===== src/logic/evs_cfg.svh =====
`ifndef EVS_CFG_SVH
`define EVS_CFG_SVH
// Notes on behaviour
// - Sixteen DMA channels 0 to 15 each get exactly one trigger line.
// - Channels 8 to 11 have no selector and follow only their own chaining completion input.
// - The selector registers sit at 0x01A0FF00, 0x01A0FF04 and 0x01A0FF0C, none for 8 to 11.
// - A channel fires whenever the event named by its programmed 6-bit code occurs.
// - Each register holds 6-bit fields at [5:0], [13:8], [21:16], [29:24], lowest channel lowest.
// - Bits 31:30, 23:22, 15:14 and 7:6 read as zero.
// - Writes to the reserved gaps change nothing.
// - Codes 1 to 3 are timers and memory interface, 4 to 7 pins 4-7, 0x0A pin 2, 0x0C to 0x0F serial.
// - Reset codes for channels 0 to 7 are 0 to 7 in channel order.
// - Reset codes for channels 12 to 15 are 0x0C to 0x0F.
// - Pin events 4 to 7 come from the external-interrupt capable pins 4 to 7.

`define EVS_ADDR_GROUP0  32'h01A0FF00
`define EVS_ADDR_GROUP1  32'h01A0FF04
`define EVS_ADDR_GROUP3  32'h01A0FF0C
`define EVS_RST_GROUP0   32'h03020100
`define EVS_RST_GROUP1   32'h07060504
`define EVS_RST_GROUP3   32'h0F0E0D0C
`define EVS_FIELD_MASK   32'h3F3F3F3F
`define EVS_CODE_NONE    6'h00
`define EVS_CODE_TIMER0  6'h01
`define EVS_CODE_TIMER1  6'h02
`define EVS_CODE_MEMIF   6'h03
`define EVS_CODE_PIN4    6'h04
`define EVS_CODE_PIN5    6'h05
`define EVS_CODE_PIN6    6'h06
`define EVS_CODE_PIN7    6'h07
`define EVS_CODE_PIN2    6'h0A
`define EVS_CODE_SER0_TX 6'h0C
`define EVS_CODE_SER0_RX 6'h0D
`define EVS_CODE_SER1_TX 6'h0E
`define EVS_CODE_SER1_RX 6'h0F
`endif


===== src/logic/evs_pkg.sv =====
package evs_pkg;
	typedef logic [5:0] evs_code_type;
	typedef enum logic [1:0] {
		EVS_IDLE   = 2'b01,
		EVS_ACCESS = 2'b10
	} evs_apb_type;
endpackage


===== src/logic/evs_mux.sv =====
`timescale 1ns/10ps
`include "evs_cfg.svh"
module evs_mux
	import evs_pkg::*;
(
	input  wire logic         clk_sys,
	input  wire logic         rstn,
	input  wire evs_code_type code,
	input  wire logic [15:0]  events,
	output logic              trig_ff
);
	////////////////////////////////////////////////////////////////
	// Event index: bit n of events is the event of code n
	function automatic logic pick(input evs_code_type c, input logic [15:0] e);
		logic r;
		r = 1'b0;
		case (c)
			`EVS_CODE_TIMER0, `EVS_CODE_TIMER1, `EVS_CODE_MEMIF,
			`EVS_CODE_PIN4, `EVS_CODE_PIN5, `EVS_CODE_PIN6, `EVS_CODE_PIN7,
			`EVS_CODE_PIN2, `EVS_CODE_SER0_TX, `EVS_CODE_SER0_RX,
			`EVS_CODE_SER1_TX, `EVS_CODE_SER1_RX: r = e[c[3:0]];
			default: r = 1'b0;
		endcase
		return r;
	endfunction

	logic nxt_trig;
	always_comb begin
		nxt_trig = pick(code, events);
	end

	always_ff @(posedge clk_sys) begin
		if (!rstn) begin
			trig_ff <= 1'b0;
		end else begin
			trig_ff <= nxt_trig;
		end
	end
endmodule


===== src/logic/evs_top.sv =====
// Implementation choice: register access over APB.
`timescale 1ns/10ps
`include "evs_cfg.svh"
module evs_top
	import evs_pkg::*;
(
	input  wire logic        clk_sys,
	input  wire logic        rstn,
	input  wire logic        psel,
	input  wire logic        penable,
	input  wire logic        pwrite,
	input  wire logic [31:0] paddr,
	input  wire logic [31:0] pwdata,
	output logic [31:0]      prdata,
	output logic             pready,
	output logic             pslverr,
	input  wire logic        timer0_event,
	input  wire logic        timer1_event,
	input  wire logic        memory_interface_event,
	input  wire logic        pin2_event,
	input  wire logic        pin4_event,
	input  wire logic        pin5_event,
	input  wire logic        pin6_event,
	input  wire logic        pin7_event,
	input  wire logic        serial0_transmit_event,
	input  wire logic        serial0_receive_event,
	input  wire logic        serial1_transmit_event,
	input  wire logic        serial1_receive_event,
	input  wire logic [3:0]  chain_completion,
	output logic [15:0]      channel_trigger
);
	////////////////////////////////////////////////////////////////
	// Registers
	logic [31:0]  group0_ff;
	logic [31:0]  group1_ff;
	logic [31:0]  group3_ff;
	logic [31:0]  prdata_ff;
	logic         pready_ff;
	logic         pslverr_ff;
	logic [3:0]   chain_ff;
	evs_apb_type  apb_ff;
	logic [15:0]  events;
	logic [15:0]  mux_trig;

	function automatic logic [1:0] decode(input logic [31:0] a);
		logic [1:0] r;
		r = 2'd3;
		case (a)
			`EVS_ADDR_GROUP0: r = 2'd0;
			`EVS_ADDR_GROUP1: r = 2'd1;
			`EVS_ADDR_GROUP3: r = 2'd2;
			default:          r = 2'd3;
		endcase
		return r;
	endfunction

	logic [1:0] sel;
	logic       setup;
	always_comb begin
		sel = decode(paddr);
		setup = psel && !penable && (apb_ff == EVS_IDLE);
	end

	////////////////////////////////////////////////////////////////
	// APB: no wait states, answer in access cycle after setup
	always_ff @(posedge clk_sys) begin
		if (!rstn) begin
			apb_ff <= EVS_IDLE;
		end else begin
			case (apb_ff)
				EVS_IDLE:   apb_ff <= setup ? EVS_ACCESS : EVS_IDLE;
				EVS_ACCESS: apb_ff <= EVS_IDLE;
				default:    apb_ff <= EVS_IDLE;
			endcase
		end
	end

	always_ff @(posedge clk_sys) begin
		if (!rstn) begin
			pready_ff  <= 1'b0;
			pslverr_ff <= 1'b0;
			prdata_ff  <= 32'h00000000;
		end else begin
			pready_ff  <= setup;
			pslverr_ff <= setup && (sel == 2'd3);
			if (setup && !pwrite) begin
				case (sel)
					2'd0:    prdata_ff <= group0_ff & `EVS_FIELD_MASK;
					2'd1:    prdata_ff <= group1_ff & `EVS_FIELD_MASK;
					2'd2:    prdata_ff <= group3_ff & `EVS_FIELD_MASK;
					default: prdata_ff <= 32'h00000000;
				endcase
			end else begin
				prdata_ff <= 32'h00000000;
			end
		end
	end

	logic do_write;
	always_comb begin
		do_write = psel && penable && pwrite && pready_ff && (apb_ff == EVS_ACCESS);
	end

	////////////////////////////////////////////////////////////////
	// Selector registers
	always_ff @(posedge clk_sys) begin
		if (!rstn) begin
			group0_ff <= `EVS_RST_GROUP0;
			group1_ff <= `EVS_RST_GROUP1;
			group3_ff <= `EVS_RST_GROUP3;
		end else if (do_write) begin
			case (sel)
				2'd0:    group0_ff <= pwdata & `EVS_FIELD_MASK;
				2'd1:    group1_ff <= pwdata & `EVS_FIELD_MASK;
				2'd2:    group3_ff <= pwdata & `EVS_FIELD_MASK;
				default: group0_ff <= group0_ff;
			endcase
		end
	end

	assign prdata  = prdata_ff;
	assign pready  = pready_ff;
	assign pslverr = pslverr_ff;

	////////////////////////////////////////////////////////////////
	// Event vector indexed by code, pins 4-7 from interrupt pins
	always_comb begin
		events = 16'h0000;
		events[1]  = timer0_event;
		events[2]  = timer1_event;
		events[3]  = memory_interface_event;
		events[4]  = pin4_event;
		events[5]  = pin5_event;
		events[6]  = pin6_event;
		events[7]  = pin7_event;
		events[10] = pin2_event;
		events[12] = serial0_transmit_event;
		events[13] = serial0_receive_event;
		events[14] = serial1_transmit_event;
		events[15] = serial1_receive_event;
	end

	logic [127:0] codes;
	always_comb begin
		codes = {group3_ff, 32'h00000000, group1_ff, group0_ff};
	end

	genvar gi;
	generate
		for (gi = 0; gi < 16; gi++) begin : g_ch
			if (gi >= 8 && gi <= 11) begin : g_chain
				assign mux_trig[gi] = chain_ff[gi-8];
			end else begin : g_sel
				evs_mux u_mux (
					.clk_sys (clk_sys),
					.rstn    (rstn),
					.code    (codes[(gi/4)*32 + (gi%4)*8 +: 6]),
					.events  (events),
					.trig_ff (mux_trig[gi])
				);
			end
		end
	endgenerate

	always_ff @(posedge clk_sys) begin
		if (!rstn) begin
			chain_ff <= 4'h0;
		end else begin
			chain_ff <= chain_completion;
		end
	end

	assign channel_trigger = mux_trig;

	////////////////////////////////////////////////////////////////
	// Checks
	a_gap_reads_zero: assert property (@(posedge clk_sys) disable iff (!rstn)
		pready |-> ((prdata & ~`EVS_FIELD_MASK) == 32'h00000000))
		else $error("reserved bits read nonzero");
	a_chain_follows: assert property (@(posedge clk_sys) disable iff (!rstn)
		channel_trigger[11:8] == $past(chain_completion))
		else $error("chain channel not following completion");
	a_timer_route: assert property (@(posedge clk_sys) disable iff (!rstn)
		(group0_ff[13:8] == `EVS_CODE_TIMER0) |=> (channel_trigger[1] == $past(timer0_event)))
		else $error("channel 1 timer route wrong");
	a_serial_route: assert property (@(posedge clk_sys) disable iff (!rstn)
		(group3_ff[29:24] == `EVS_CODE_SER1_RX) |=>
		(channel_trigger[15] == $past(serial1_receive_event)))
		else $error("channel 15 serial route wrong");
	a_pin2_route: assert property (@(posedge clk_sys) disable iff (!rstn)
		(group1_ff[5:0] == `EVS_CODE_PIN2) |=> (channel_trigger[4] == $past(pin2_event)))
		else $error("channel 4 pin2 route wrong");
	a_reserved_silent: assert property (@(posedge clk_sys) disable iff (!rstn)
		(group0_ff[5:0] == `EVS_CODE_NONE || group0_ff[5:4] != 2'b00) |=> !channel_trigger[0])
		else $error("reserved code triggered channel 0");
	a_gap_write_held: assert property (@(posedge clk_sys) disable iff (!rstn)
		((group0_ff | group1_ff | group3_ff) & ~`EVS_FIELD_MASK) == 32'h00000000)
		else $error("reserved bits stored");
	a_write_lands: assert property (@(posedge clk_sys) disable iff (!rstn)
		(do_write && sel == 2'd1) |=> (group1_ff == ($past(pwdata) & `EVS_FIELD_MASK)))
		else $error("write not stored");
	a_ready_timing: assert property (@(posedge clk_sys) disable iff (!rstn)
		(psel && !penable && apb_ff == EVS_IDLE) |=> pready ##1 !pready)
		else $error("pready not one cycle after setup");

	////////////////////////////////////////////////////////////////
	// Register bus checks
	a_err_unmapped: assert property (@(posedge clk_sys) disable iff (!rstn)
		(setup && sel == 2'd3) |=>
		(pslverr == 1'b1))
		else $error("unmapped access without error");
	a_err_mapped: assert property (@(posedge clk_sys) disable iff (!rstn)
		(setup && sel != 2'd3) |=>
		(pslverr == 1'b0))
		else $error("mapped access flagged as error");
	a_err_with_ready: assert property (@(posedge clk_sys) disable iff (!rstn)
		pslverr |->
		(pready == 1'b1))
		else $error("error without ready");
	a_ready_after_setup: assert property (@(posedge clk_sys) disable iff (!rstn)
		pready |->
		$past(setup))
		else $error("ready without a setup cycle before it");
	a_idle_data_zero: assert property (@(posedge clk_sys) disable iff (!rstn)
		(pready == 1'b0) |->
		(prdata == 32'h00000000))
		else $error("read data nonzero outside access");
	a_read_group0: assert property (@(posedge clk_sys) disable iff (!rstn)
		(setup && !pwrite && sel == 2'd0) |=>
		(prdata == ($past(group0_ff) & `EVS_FIELD_MASK)))
		else $error("group0 read data wrong");
	a_read_group1: assert property (@(posedge clk_sys) disable iff (!rstn)
		(setup && !pwrite && sel == 2'd1) |=>
		(prdata == ($past(group1_ff) & `EVS_FIELD_MASK)))
		else $error("group1 read data wrong");
	a_read_group3: assert property (@(posedge clk_sys) disable iff (!rstn)
		(setup && !pwrite && sel == 2'd2) |=>
		(prdata == ($past(group3_ff) & `EVS_FIELD_MASK)))
		else $error("group3 read data wrong");
	a_write_group0: assert property (@(posedge clk_sys) disable iff (!rstn)
		(do_write && sel == 2'd0) |=>
		(group0_ff == ($past(pwdata) & `EVS_FIELD_MASK)))
		else $error("group0 write not stored");
	a_write_group3: assert property (@(posedge clk_sys) disable iff (!rstn)
		(do_write && sel == 2'd2) |=>
		(group3_ff == ($past(pwdata) & `EVS_FIELD_MASK)))
		else $error("group3 write not stored");
	a_unmapped_dropped: assert property (@(posedge clk_sys) disable iff (!rstn)
		(do_write && sel == 2'd3) |=>
		($stable(group0_ff) && $stable(group1_ff) && $stable(group3_ff)))
		else $error("unmapped write changed a selector");
	a_hold_no_write: assert property (@(posedge clk_sys) disable iff (!rstn)
		(do_write == 1'b0) |=>
		($stable(group0_ff) && $stable(group1_ff) && $stable(group3_ff)))
		else $error("selector changed without a write");
	a_reset_group0: assert property (@(posedge clk_sys) disable iff (!rstn)
		$rose(rstn) |->
		(group0_ff == `EVS_RST_GROUP0))
		else $error("group0 reset value wrong");
	a_reset_group1: assert property (@(posedge clk_sys) disable iff (!rstn)
		$rose(rstn) |->
		(group1_ff == `EVS_RST_GROUP1))
		else $error("group1 reset value wrong");
	a_reset_group3: assert property (@(posedge clk_sys) disable iff (!rstn)
		$rose(rstn) |->
		(group3_ff == `EVS_RST_GROUP3))
		else $error("group3 reset value wrong");

	////////////////////////////////////////////////////////////////
	// Routing checks
	a_timer1_route: assert property (@(posedge clk_sys) disable iff (!rstn)
		(group0_ff[21:16] == `EVS_CODE_TIMER1) |=>
		(channel_trigger[2] == $past(timer1_event)))
		else $error("channel 2 timer1 route wrong");
	a_memif_route: assert property (@(posedge clk_sys) disable iff (!rstn)
		(group0_ff[29:24] == `EVS_CODE_MEMIF) |=>
		(channel_trigger[3] == $past(memory_interface_event)))
		else $error("channel 3 memory interface route wrong");
	a_pin4_route: assert property (@(posedge clk_sys) disable iff (!rstn)
		(group1_ff[5:0] == `EVS_CODE_PIN4) |=>
		(channel_trigger[4] == $past(pin4_event)))
		else $error("channel 4 pin4 route wrong");
	a_pin7_route: assert property (@(posedge clk_sys) disable iff (!rstn)
		(group1_ff[29:24] == `EVS_CODE_PIN7) |=>
		(channel_trigger[7] == $past(pin7_event)))
		else $error("channel 7 pin7 route wrong");
	a_pin2_ch0: assert property (@(posedge clk_sys) disable iff (!rstn)
		(group0_ff[5:0] == `EVS_CODE_PIN2) |=>
		(channel_trigger[0] == $past(pin2_event)))
		else $error("channel 0 pin2 route wrong");
	a_ser0tx_route: assert property (@(posedge clk_sys) disable iff (!rstn)
		(group3_ff[5:0] == `EVS_CODE_SER0_TX) |=>
		(channel_trigger[12] == $past(serial0_transmit_event)))
		else $error("channel 12 serial route wrong");
	a_ser0rx_route: assert property (@(posedge clk_sys) disable iff (!rstn)
		(group3_ff[13:8] == `EVS_CODE_SER0_RX) |=>
		(channel_trigger[13] == $past(serial0_receive_event)))
		else $error("channel 13 serial route wrong");
	a_ser1tx_route: assert property (@(posedge clk_sys) disable iff (!rstn)
		(group3_ff[21:16] == `EVS_CODE_SER1_TX) |=>
		(channel_trigger[14] == $past(serial1_transmit_event)))
		else $error("channel 14 serial route wrong");
	a_any_to_ch15: assert property (@(posedge clk_sys) disable iff (!rstn)
		(group3_ff[29:24] == `EVS_CODE_TIMER0) |=>
		(channel_trigger[15] == $past(timer0_event)))
		else $error("channel 15 timer0 route wrong");
	a_reserved_ch12: assert property (@(posedge clk_sys) disable iff (!rstn)
		(group3_ff[5:0] inside {6'h00, 6'h08, 6'h09, 6'h0B} || group3_ff[5:4] != 2'b00) |=>
		(channel_trigger[12] == 1'b0))
		else $error("reserved code triggered channel 12");
endmodule


===== config.mk =====
export PLATFORM = sky130hd
export DESIGN_NAME = evs_top
export DESIGN_NICKNAME = d
export VERILOG_FILES = /design/src/logic/evs_pkg.sv /design/src/logic/evs_mux.sv /design/src/logic/evs_top.sv
export VERILOG_INCLUDE_DIRS = /design/src /design/src/logic
export SDC_FILE = /design/constraint.sdc
export NUM_CORES = 1
export LEC_CHECK = 0
export BUFFER_PORTS_ARGS = -buffer_cell sky130_fd_sc_hd__buf_4
export CORE_MARGIN = 3
export CORE_UTILIZATION = 30
export CTS_CLUSTER_DIAMETER = 40
export DETAILED_ROUTE_END_ITERATION = 10
export PLACE_DENSITY = 0.58
export RECOVER_POWER = 25
export SLEW_MARGIN = 20
export SYNTH_ARGS = -nofsm -noshare
export SYNTH_HDL_FRONTEND = slang
export SYNTH_HIERARCHICAL = 1
export SYNTH_SLANG_ARGS = --single-unit

===== constraint.sdc =====
create_clock -name clk_sys -period 2.1 [get_ports clk_sys]
set_clock_uncertainty 0.15 [all_clocks]
set_input_delay 0.525 -clock clk_sys [delete_from_list [all_inputs] [get_ports clk_sys]]
set_output_delay 0.525 -clock clk_sys [all_outputs]
set_load 0.01 [all_outputs]

==> results of run 1 <==
[final timing paths]
| kind | slack (ps) | from | endpoint | depth (start not counted) |
|---|---|---|---|---|
| min | 170 | chain_completion[1] | chain_ff[1] | 2 |
| max | 240 | group0_ff[25] | g_ch[3].g_sel.u_mux/trig_ff | 4 |
| max reg2reg | 240 | group0_ff[25] | g_ch[3].g_sel.u_mux/trig_ff | 4 |
| min reg2reg | 320 | group0_ff[12] | group0_ff[12] | 2 |
[power groups by stage]
stage               Sequential, mW  Combinational [mW]  Clock, mW
floorplan                     2.28               0.243          0
global placement              2.27               0.523          0
detailed placement            2.27               0.526          0
CTS                           2.23               0.527       2.99
global route                  2.23               0.558       3.09
finish                        2.23               0.512       2.93
[worst register-to-register path: stages (launching register included)]
cell                      delay, ps
sky130_fd_sc_hd__dfxtp_1        570
sky130_fd_sc_hd__mux4_2         310
sky130_fd_sc_hd__nor2b_1         40
sky130_fd_sc_hd__or4_1          520
sky130_fd_sc_hd__o41ai_1        110
[kinds of logic (layout without fill, tap and decap cells)]
group	count (synthesis)	in the layout	synth area share (%)
and+or+nand+nor	302	302	26.7
buffers and inverters	65	194	6.41
muxes	132	132	24.4
DFF	116	116	33.7
other	1	56	0.0544
AOI/OAI and AO/OA	84	84	8.71
[Yosys cell counts (3+ instances only)]
cell and n:
sky130_fd_sc_hd__nor2_1 29, sky130_fd_sc_hd__o21ai_0 12, sky130_fd_sc_hd__o41ai_1 12, sky130_fd_sc_hd__nand3_1 12
sky130_fd_sc_hd__clkbuf_1 17, sky130_fd_sc_hd__dfxtp_1 116, sky130_fd_sc_hd__or4_1 12, sky130_fd_sc_hd__a2111oi_0 24
sky130_fd_sc_hd__nor4_4 3, sky130_fd_sc_hd__buf_6 17, sky130_fd_sc_hd__buf_2 6, sky130_fd_sc_hd__and2b_4 24
sky130_fd_sc_hd__nor2b_1 61, sky130_fd_sc_hd__nand2_1 93, sky130_fd_sc_hd__o21ai_1 24, sky130_fd_sc_hd__nand3b_1 12
sky130_fd_sc_hd__mux4_2 12, sky130_fd_sc_hd__a32oi_1 12, sky130_fd_sc_hd__mux2i_1 96, sky130_fd_sc_hd__mux2_2 12
sky130_fd_sc_hd__and2_1 29, sky130_fd_sc_hd__nor3b_1 12, sky130_fd_sc_hd__buf_4 8, sky130_fd_sc_hd__inv_1 12
sky130_fd_sc_hd__mux4_1 12
[sequential cells by signal, summed over array words and instances (netlist names)]
| name | cells |
|---|---|
| group0_ff | 24 |
| group1_ff | 24 |
| group3_ff | 24 |
| prdata | 24 |
| g_ch.g_sel.u_mux/trig_ff | 12 |
| chain_ff | 4 |
| apb_ff | 2 |
| pready | 1 |
| pslverr | 1 |
[per-stage QoR]
stage                     total power [mW]  worst slack (ps)
after global routing                  5.88               165
after global placement                2.80              -119
after detailed placement              2.80              -141
after CTS                             5.74               190
final                                 5.67               235
after floorplan                       2.53               115
[per-layer routing]
layer	vias to the layer above	GRT usage [%]	share of wire, %
met4	0	5.17	1.0
met5	-	0	0
met3	14	3.55	6.4
met1	2767	20.8	46
met2	174	25.9	47
li1	2825	-	-
[cell type report]
cell class / count / area [sq um] / share of cell area (%)
multi-input combinational: 574 / 4340 / 49.6
sequential: 116 / 2320 / 26.5
timing repair buffer: 149 / 1100 / 12.6
clock buffer: 22 / 464 / 5.30
tap: 280 / 350 / 4.00
clock inverter: 10 / 130 / 1.49
inverter: 13 / 48.8 / 0.558
==> reports/summary.log, run 1 <==
[status] result of the run finished, final reports clean
[setup_path] buffering stage count on the worst path with inverters included 0
[cts] Clock transition at path regs 60 ps
[final_layout] relative area change from synthesis to final layout 27.0%
[sta] count of final hold-check violations 0
[hold_path] Worst Hold Class in2reg
[global_routing] wire length of the first global-routing pass 30.6 mm
[cts] number of hold buffers added after cts 0
[global_routing] number of antenna violations at the first check in global routing 0
[route] count of unresolved DRC violations after routing 0
[yosys] number of synthesized register bits 116
[global_routing] GR Util All Layers 15.8%
[global_routing] number of global-route vias before repair 5686
[setup_path] CP Launch Type flip-flop
[power_and_ir_drop] switching power 1.29 mW
[place] dpl cells 1132
[cts] CTS tree built
[yosys] sequential fraction of the synthesis area 33.7%
[power_and_ir_drop] power per cell area 648 mW/mm^2
[final_layout] Final Net Count 956
[power_and_ir_drop] switching share of total power 22.7%
[sta] Worst-Margin Slew 544 ps
[sta] sum of negative setup slack 0 ps
[sta] Hold Slack 167 ps
[yosys] top-area cell type share of the netlist area 33.7%
[yosys] Mapped Avg Cell Area 9.85 sq um
[die] Placeable Area 0.0222 sq mm
[die] I/O pins 135
[cts] later-pin clock latency in the skew report 420 ps
[yosys] flip-flop cell with the highest count after synthesis sky130_fd_sc_hd__dfxtp_1
[setup_path] delay contributed by the slowest stage of the critical path 570 ps
[yosys] cells after synthesis 700
[final_layout] most common cell after layout, fill and taps aside sky130_fd_sc_hd__dfxtp_1
[yosys] post-synthesis cell type count 39
[final_layout] Diodes inserted 0
[cts] total CTS buffers 17
[global_routing] pin count of the biggest net entering global routing 32
[power_and_ir_drop] fraction of power consumed by sequential logic 39.2%
[cts] # resized after CTS 0
[sta] Period Utilization, post-route 88.8%
[die] starting density of the core 31.0%
[yosys] post-synthesis instance area 0.00689 sq mm
[place] count of buffers inserted at the top-level ports 118
[route] average via count per standard cell 4.97
[sta] unrepaired setup endpoints after global routing no
[power_and_ir_drop] peak supply drop 381 uV
[cts] number of sinks handled by clock tree synthesis 116
[final_layout] post-route core utilization 39.4%
[power_and_ir_drop] part of the power in combinational logic 9.0%
[cts] total number of H-tree levels 4
[cts] clock buffer depth 2
[route] First DRT Iteration DRCs 382
[setup_path] data arrival time of the worst path 1980 ps
[final_layout] post-route standard cell area excluding fillers 0.00875 sq mm
[route] WL per Instance 16.6 um
[cts] clock tree root driver cell sky130_fd_sc_hd__clkbuf_16
[place] RD Place Congestion 0.790
[setup_path] worst setup path class reg2reg
[final_layout] number of standard cells in the layout, taps in and fillers out 1164
[place] half-perimeter wire length after placement 13.4 mm
[power_and_ir_drop] LEAKAGE 3.77 nW
[setup_path] standard cell with the maximum stage delay on the critical path sky130_fd_sc_hd__dfxtp_1
[flow_run] maximum capacitance violations 0
[route] Antenna Nets Post-Route 0
[die] standard-cell rows 54
[final_layout] layout cell share with drive strength beyond 1 22.9%
[setup_path] critical path's top delay family flip-flops
[global_routing] aggregate global routing overflow 0
[place] placed cell area 0.00828 sq mm
[sta] min Tclk post-route 1860 ps
[setup_path] maximum net fanout on the critical path 11
[sta] worst max-slew margin expressed relative to the limit 63.3%
[yosys] number of enable-type register cells in the synthesized netlist 0
[route] total detailed-routing wirelength 19.3 mm
[die] Chip Height 158 um
[route] vias 5780
[sta] final slew viol count 0
[route] DR pass1 iterations 5
[power_and_ir_drop] internal cell power 4.39 mW
[sta] Fmax 0.536 GHz
[setup_path] required time at the endpoint of the critical path 2220 ps
[final_layout] most used cells in the layout excluding fill and tap cells sky130_fd_sc_hd__dfxtp_1, sky130_fd_sc_hd__buf_4, sky130_fd_sc_hd__mux2i_1, sky130_fd_sc_hd__nand2_1, sky130_fd_sc_hd__nor2b_1
[yosys] cell taking the most area after synthesis sky130_fd_sc_hd__dfxtp_1
[cts] post-CTS setup-driven buffer insertion count 0
[final_layout] filler instances 2231
[yosys] Post-synth ARST share 0%
[yosys] number of warnings reported in the yosys synthesis log 6
[setup_path] kind of end point of the critical path flip-flop
[die] floorplan die area 0.0248 sq mm
[yosys] largest cells by area after synthesis sky130_fd_sc_hd__dfxtp_1, sky130_fd_sc_hd__mux2i_1, sky130_fd_sc_hd__nor2b_1, sky130_fd_sc_hd__nand2_1, sky130_fd_sc_hd__mux4_1
[sta] Setup violations, final 0
[setup_path] cells along the critical path mux4_2 -> nor2b_1 -> or4_1 -> o41ai_1
[power_and_ir_drop] fraction of power consumed by the clock network 51.7%
[die] die width 158 um
(Power assumes the default switching activity.)
==> run 2, diff against run 1 <==
RECOVER_POWER = default   (was 25)
==> run 2 against run 1 <==
Net effect: combinational power rose by 2%; final cell count unchanged; die area did not move; largest power group unchanged; first-iteration DRC count rose by 0.52%; critical endpoint unchanged; wire length up 0.19%; critical path type unchanged; clock power barely moved; sequential power is essentially flat.
==> reports/summary.log, run 2 (same netlist as run 1, synthesis figures left out) <==
[route] WL per Instance 16.6 um
[final_layout] Final Net Count 956
[flow_run] maximum capacitance violations 0
[sta] Setup violations, final 0
[global_routing] met2 Track Usage GR 25.9%
[sta] final slew viol count 0
[route] vias 5762
[power_and_ir_drop] power per cell area 641 mW/mm^2
[sta] min Tclk post-route 1870 ps
[place] half-perimeter wire length after placement 13.4 mm
[cts] clock tree root driver cell sky130_fd_sc_hd__clkbuf_16
[cts] number of hold buffers added after cts 0
[die] die width 158 um
[cts] total CTS buffers 17
[die] floorplan die area 0.0248 sq mm
[final_layout] most common cell after layout, fill and taps aside sky130_fd_sc_hd__buf_4
[route] count of unresolved DRC violations after routing 0
[final_layout] filler instances 2208
[die] starting density of the core 31.0%
[route] First DRT Iteration DRCs 384
[global_routing] GR peak layer met2
[setup_path] maximum net fanout on the critical path 11
[setup_path] reg-to-reg endpoint g_ch[3].g_sel.u_mux/trig_ff
[route] Antenna Nets Post-Route 0
[cts] CTS tree built
[hold_path] hold path endpoint chain_ff[1]
[power_and_ir_drop] LEAKAGE 3.91 nW
[place] placed cell area 0.00828 sq mm
[die] standard-cell rows 54
[setup_path] CP Launch Type flip-flop
[sta] Period Utilization, post-route 89.1%
[global_routing] GR Util All Layers 15.8%
[global_routing] number of global-route vias before repair 5686
[sta] worst-case setup margin in the final layout 230 ps
[cts] Clock transition at path regs 60 ps
[cts] clock buffer depth 2
[setup_path] logic depth of the worst register-to-register path 4
[final_layout] post-route standard cell area excluding fillers 0.00888 sq mm
[global_routing] number of antenna violations at the first check in global routing 0
[hold_path] Worst Hold Path Cells 2
[final_layout] number of standard cells in the layout, taps in and fillers out 1164
[global_routing] pin count of the biggest net entering global routing 32
[route] DR pass1 iterations 5
[sta] Fmax 0.535 GHz
[place] pre-CTS worst setup slack -141 ps
[setup_path] worst-case register-to-register setup slack 230 ps
[sta] worst max-slew margin expressed relative to the limit 63.0%
[cts] total number of H-tree levels 4
[final_layout] layout cell share with drive strength beyond 1 26.7%
[place] count of buffers inserted at the top-level ports 118
[final_layout] relative area change from synthesis to final layout 28.8%
[hold_path] Hold Crit Start chain_completion[1]
[die] Chip Height 158 um
[cts] post-CTS setup-driven buffer insertion count 0
[final_layout] most used cells in the layout excluding fill and tap cells sky130_fd_sc_hd__buf_4, sky130_fd_sc_hd__dfxtp_1, sky130_fd_sc_hd__mux2i_1, sky130_fd_sc_hd__nand2_1, sky130_fd_sc_hd__nor2b_1
[route] total detailed-routing wirelength 19.3 mm
[global_routing] met1 usage in global routing 20.8%
[hold_path] Worst Hold Class in2reg
[die] I/O pins 135
[place] dpl cells 1132
[final_layout] Diodes inserted 0
[place] RD Place Congestion 0.790
[sta] Hold Slack 166 ps
[power_and_ir_drop] peak supply drop 382 uV
[die] Placeable Area 0.0222 sq mm
[power_and_ir_drop] Final Total Pwr 5.69 mW
[global_routing] fraction of met3 tracks used by global routing 3.55%
[sta] Worst-Margin Slew 547 ps
[cts] number of sinks handled by clock tree synthesis 116
[setup_path] reg-to-reg startpoint group0_ff[25]
[route] average via count per standard cell 4.95
[status] result of the run finished, final reports clean
[cts] # resized after CTS 0
[sta] count of final hold-check violations 0
[setup_path] worst setup path class reg2reg
[cts] later-pin clock latency in the skew report 420 ps
[setup_path] kind of end point of the critical path flip-flop
[global_routing] aggregate global routing overflow 0
[global_routing] wire length of the first global-routing pass 30.6 mm
[setup_path] data arrival time of the worst path 1980 ps
[sta] unrepaired setup endpoints after global routing no
[setup_path] required time at the endpoint of the critical path 2210 ps
## run 2: how the worst max path moves through the flow
stage,from,end,depth (start not counted)
finish,group0_ff[25],g_ch[3].g_sel.u_mux/trig_ff,4
global route,group0_ff[25],g_ch[3].g_sel.u_mux/trig_ff,4
CTS,group0_ff[25],g_ch[3].g_sel.u_mux/trig_ff,4
detailed placement,paddr[28],group1_ff[26],6
global placement,paddr[28],group1_ff[17],6
floorplan,paddr[5],group1_ff[12],6
## run 2: area by class of cell
class                      count  area (sq um)  share of cell area, %
clock inverter                10           130                   1.47
tap                          280           350                   3.95
sequential                   116          2320                   26.2
clock buffer                  22           464                   5.23
timing repair buffer         149          1220                   13.7
inverter                      13          48.8                  0.550
multi-input combinational    574          4340                   48.9
## run 2: metrics by stage
| stage | utilization [%] | setup TNS [ps] |
|---|---|---|
| 2_1_floorplan | - | 0 |
| 3_3_place_gp | 37.3 | -2740 |
| 3_5_place_dp | 37.3 | -3080 |
| 4_1_cts | 39.9 | 0 |
| 5_1_grt | 39.9 | 0 |
| 6_report | 39.9 | 0 |
## run 2: critical path, cell delays in order, from the launching register on
cell and delay, ps:
sky130_fd_sc_hd__dfxtp_1 580, sky130_fd_sc_hd__mux4_2 310, sky130_fd_sc_hd__nor2b_1 40, sky130_fd_sc_hd__or4_1 520, sky130_fd_sc_hd__o41ai_1 120
## run 2: power breakdown
| part | switching [mW] | total (mW) | leakage, nW | internal [mW] |
|---|---|---|---|---|
| clock | 1.02 | 2.94 | 0.290 | 1.92 |
| sequential | 0.00532 | 2.23 | 0.940 | 2.22 |
| combinational | 0.263 | 0.524 | 2.68 | 0.262 |
| total | 1.29 | 5.69 | 3.91 | 4.40 |
## run 2: per-layer routing
layer	share of wire, %	vias to the layer above
met2	47	163
met1	46	2766
met5	0	-
met3	5.2	13
li1	-	2820
met4	1.1	0
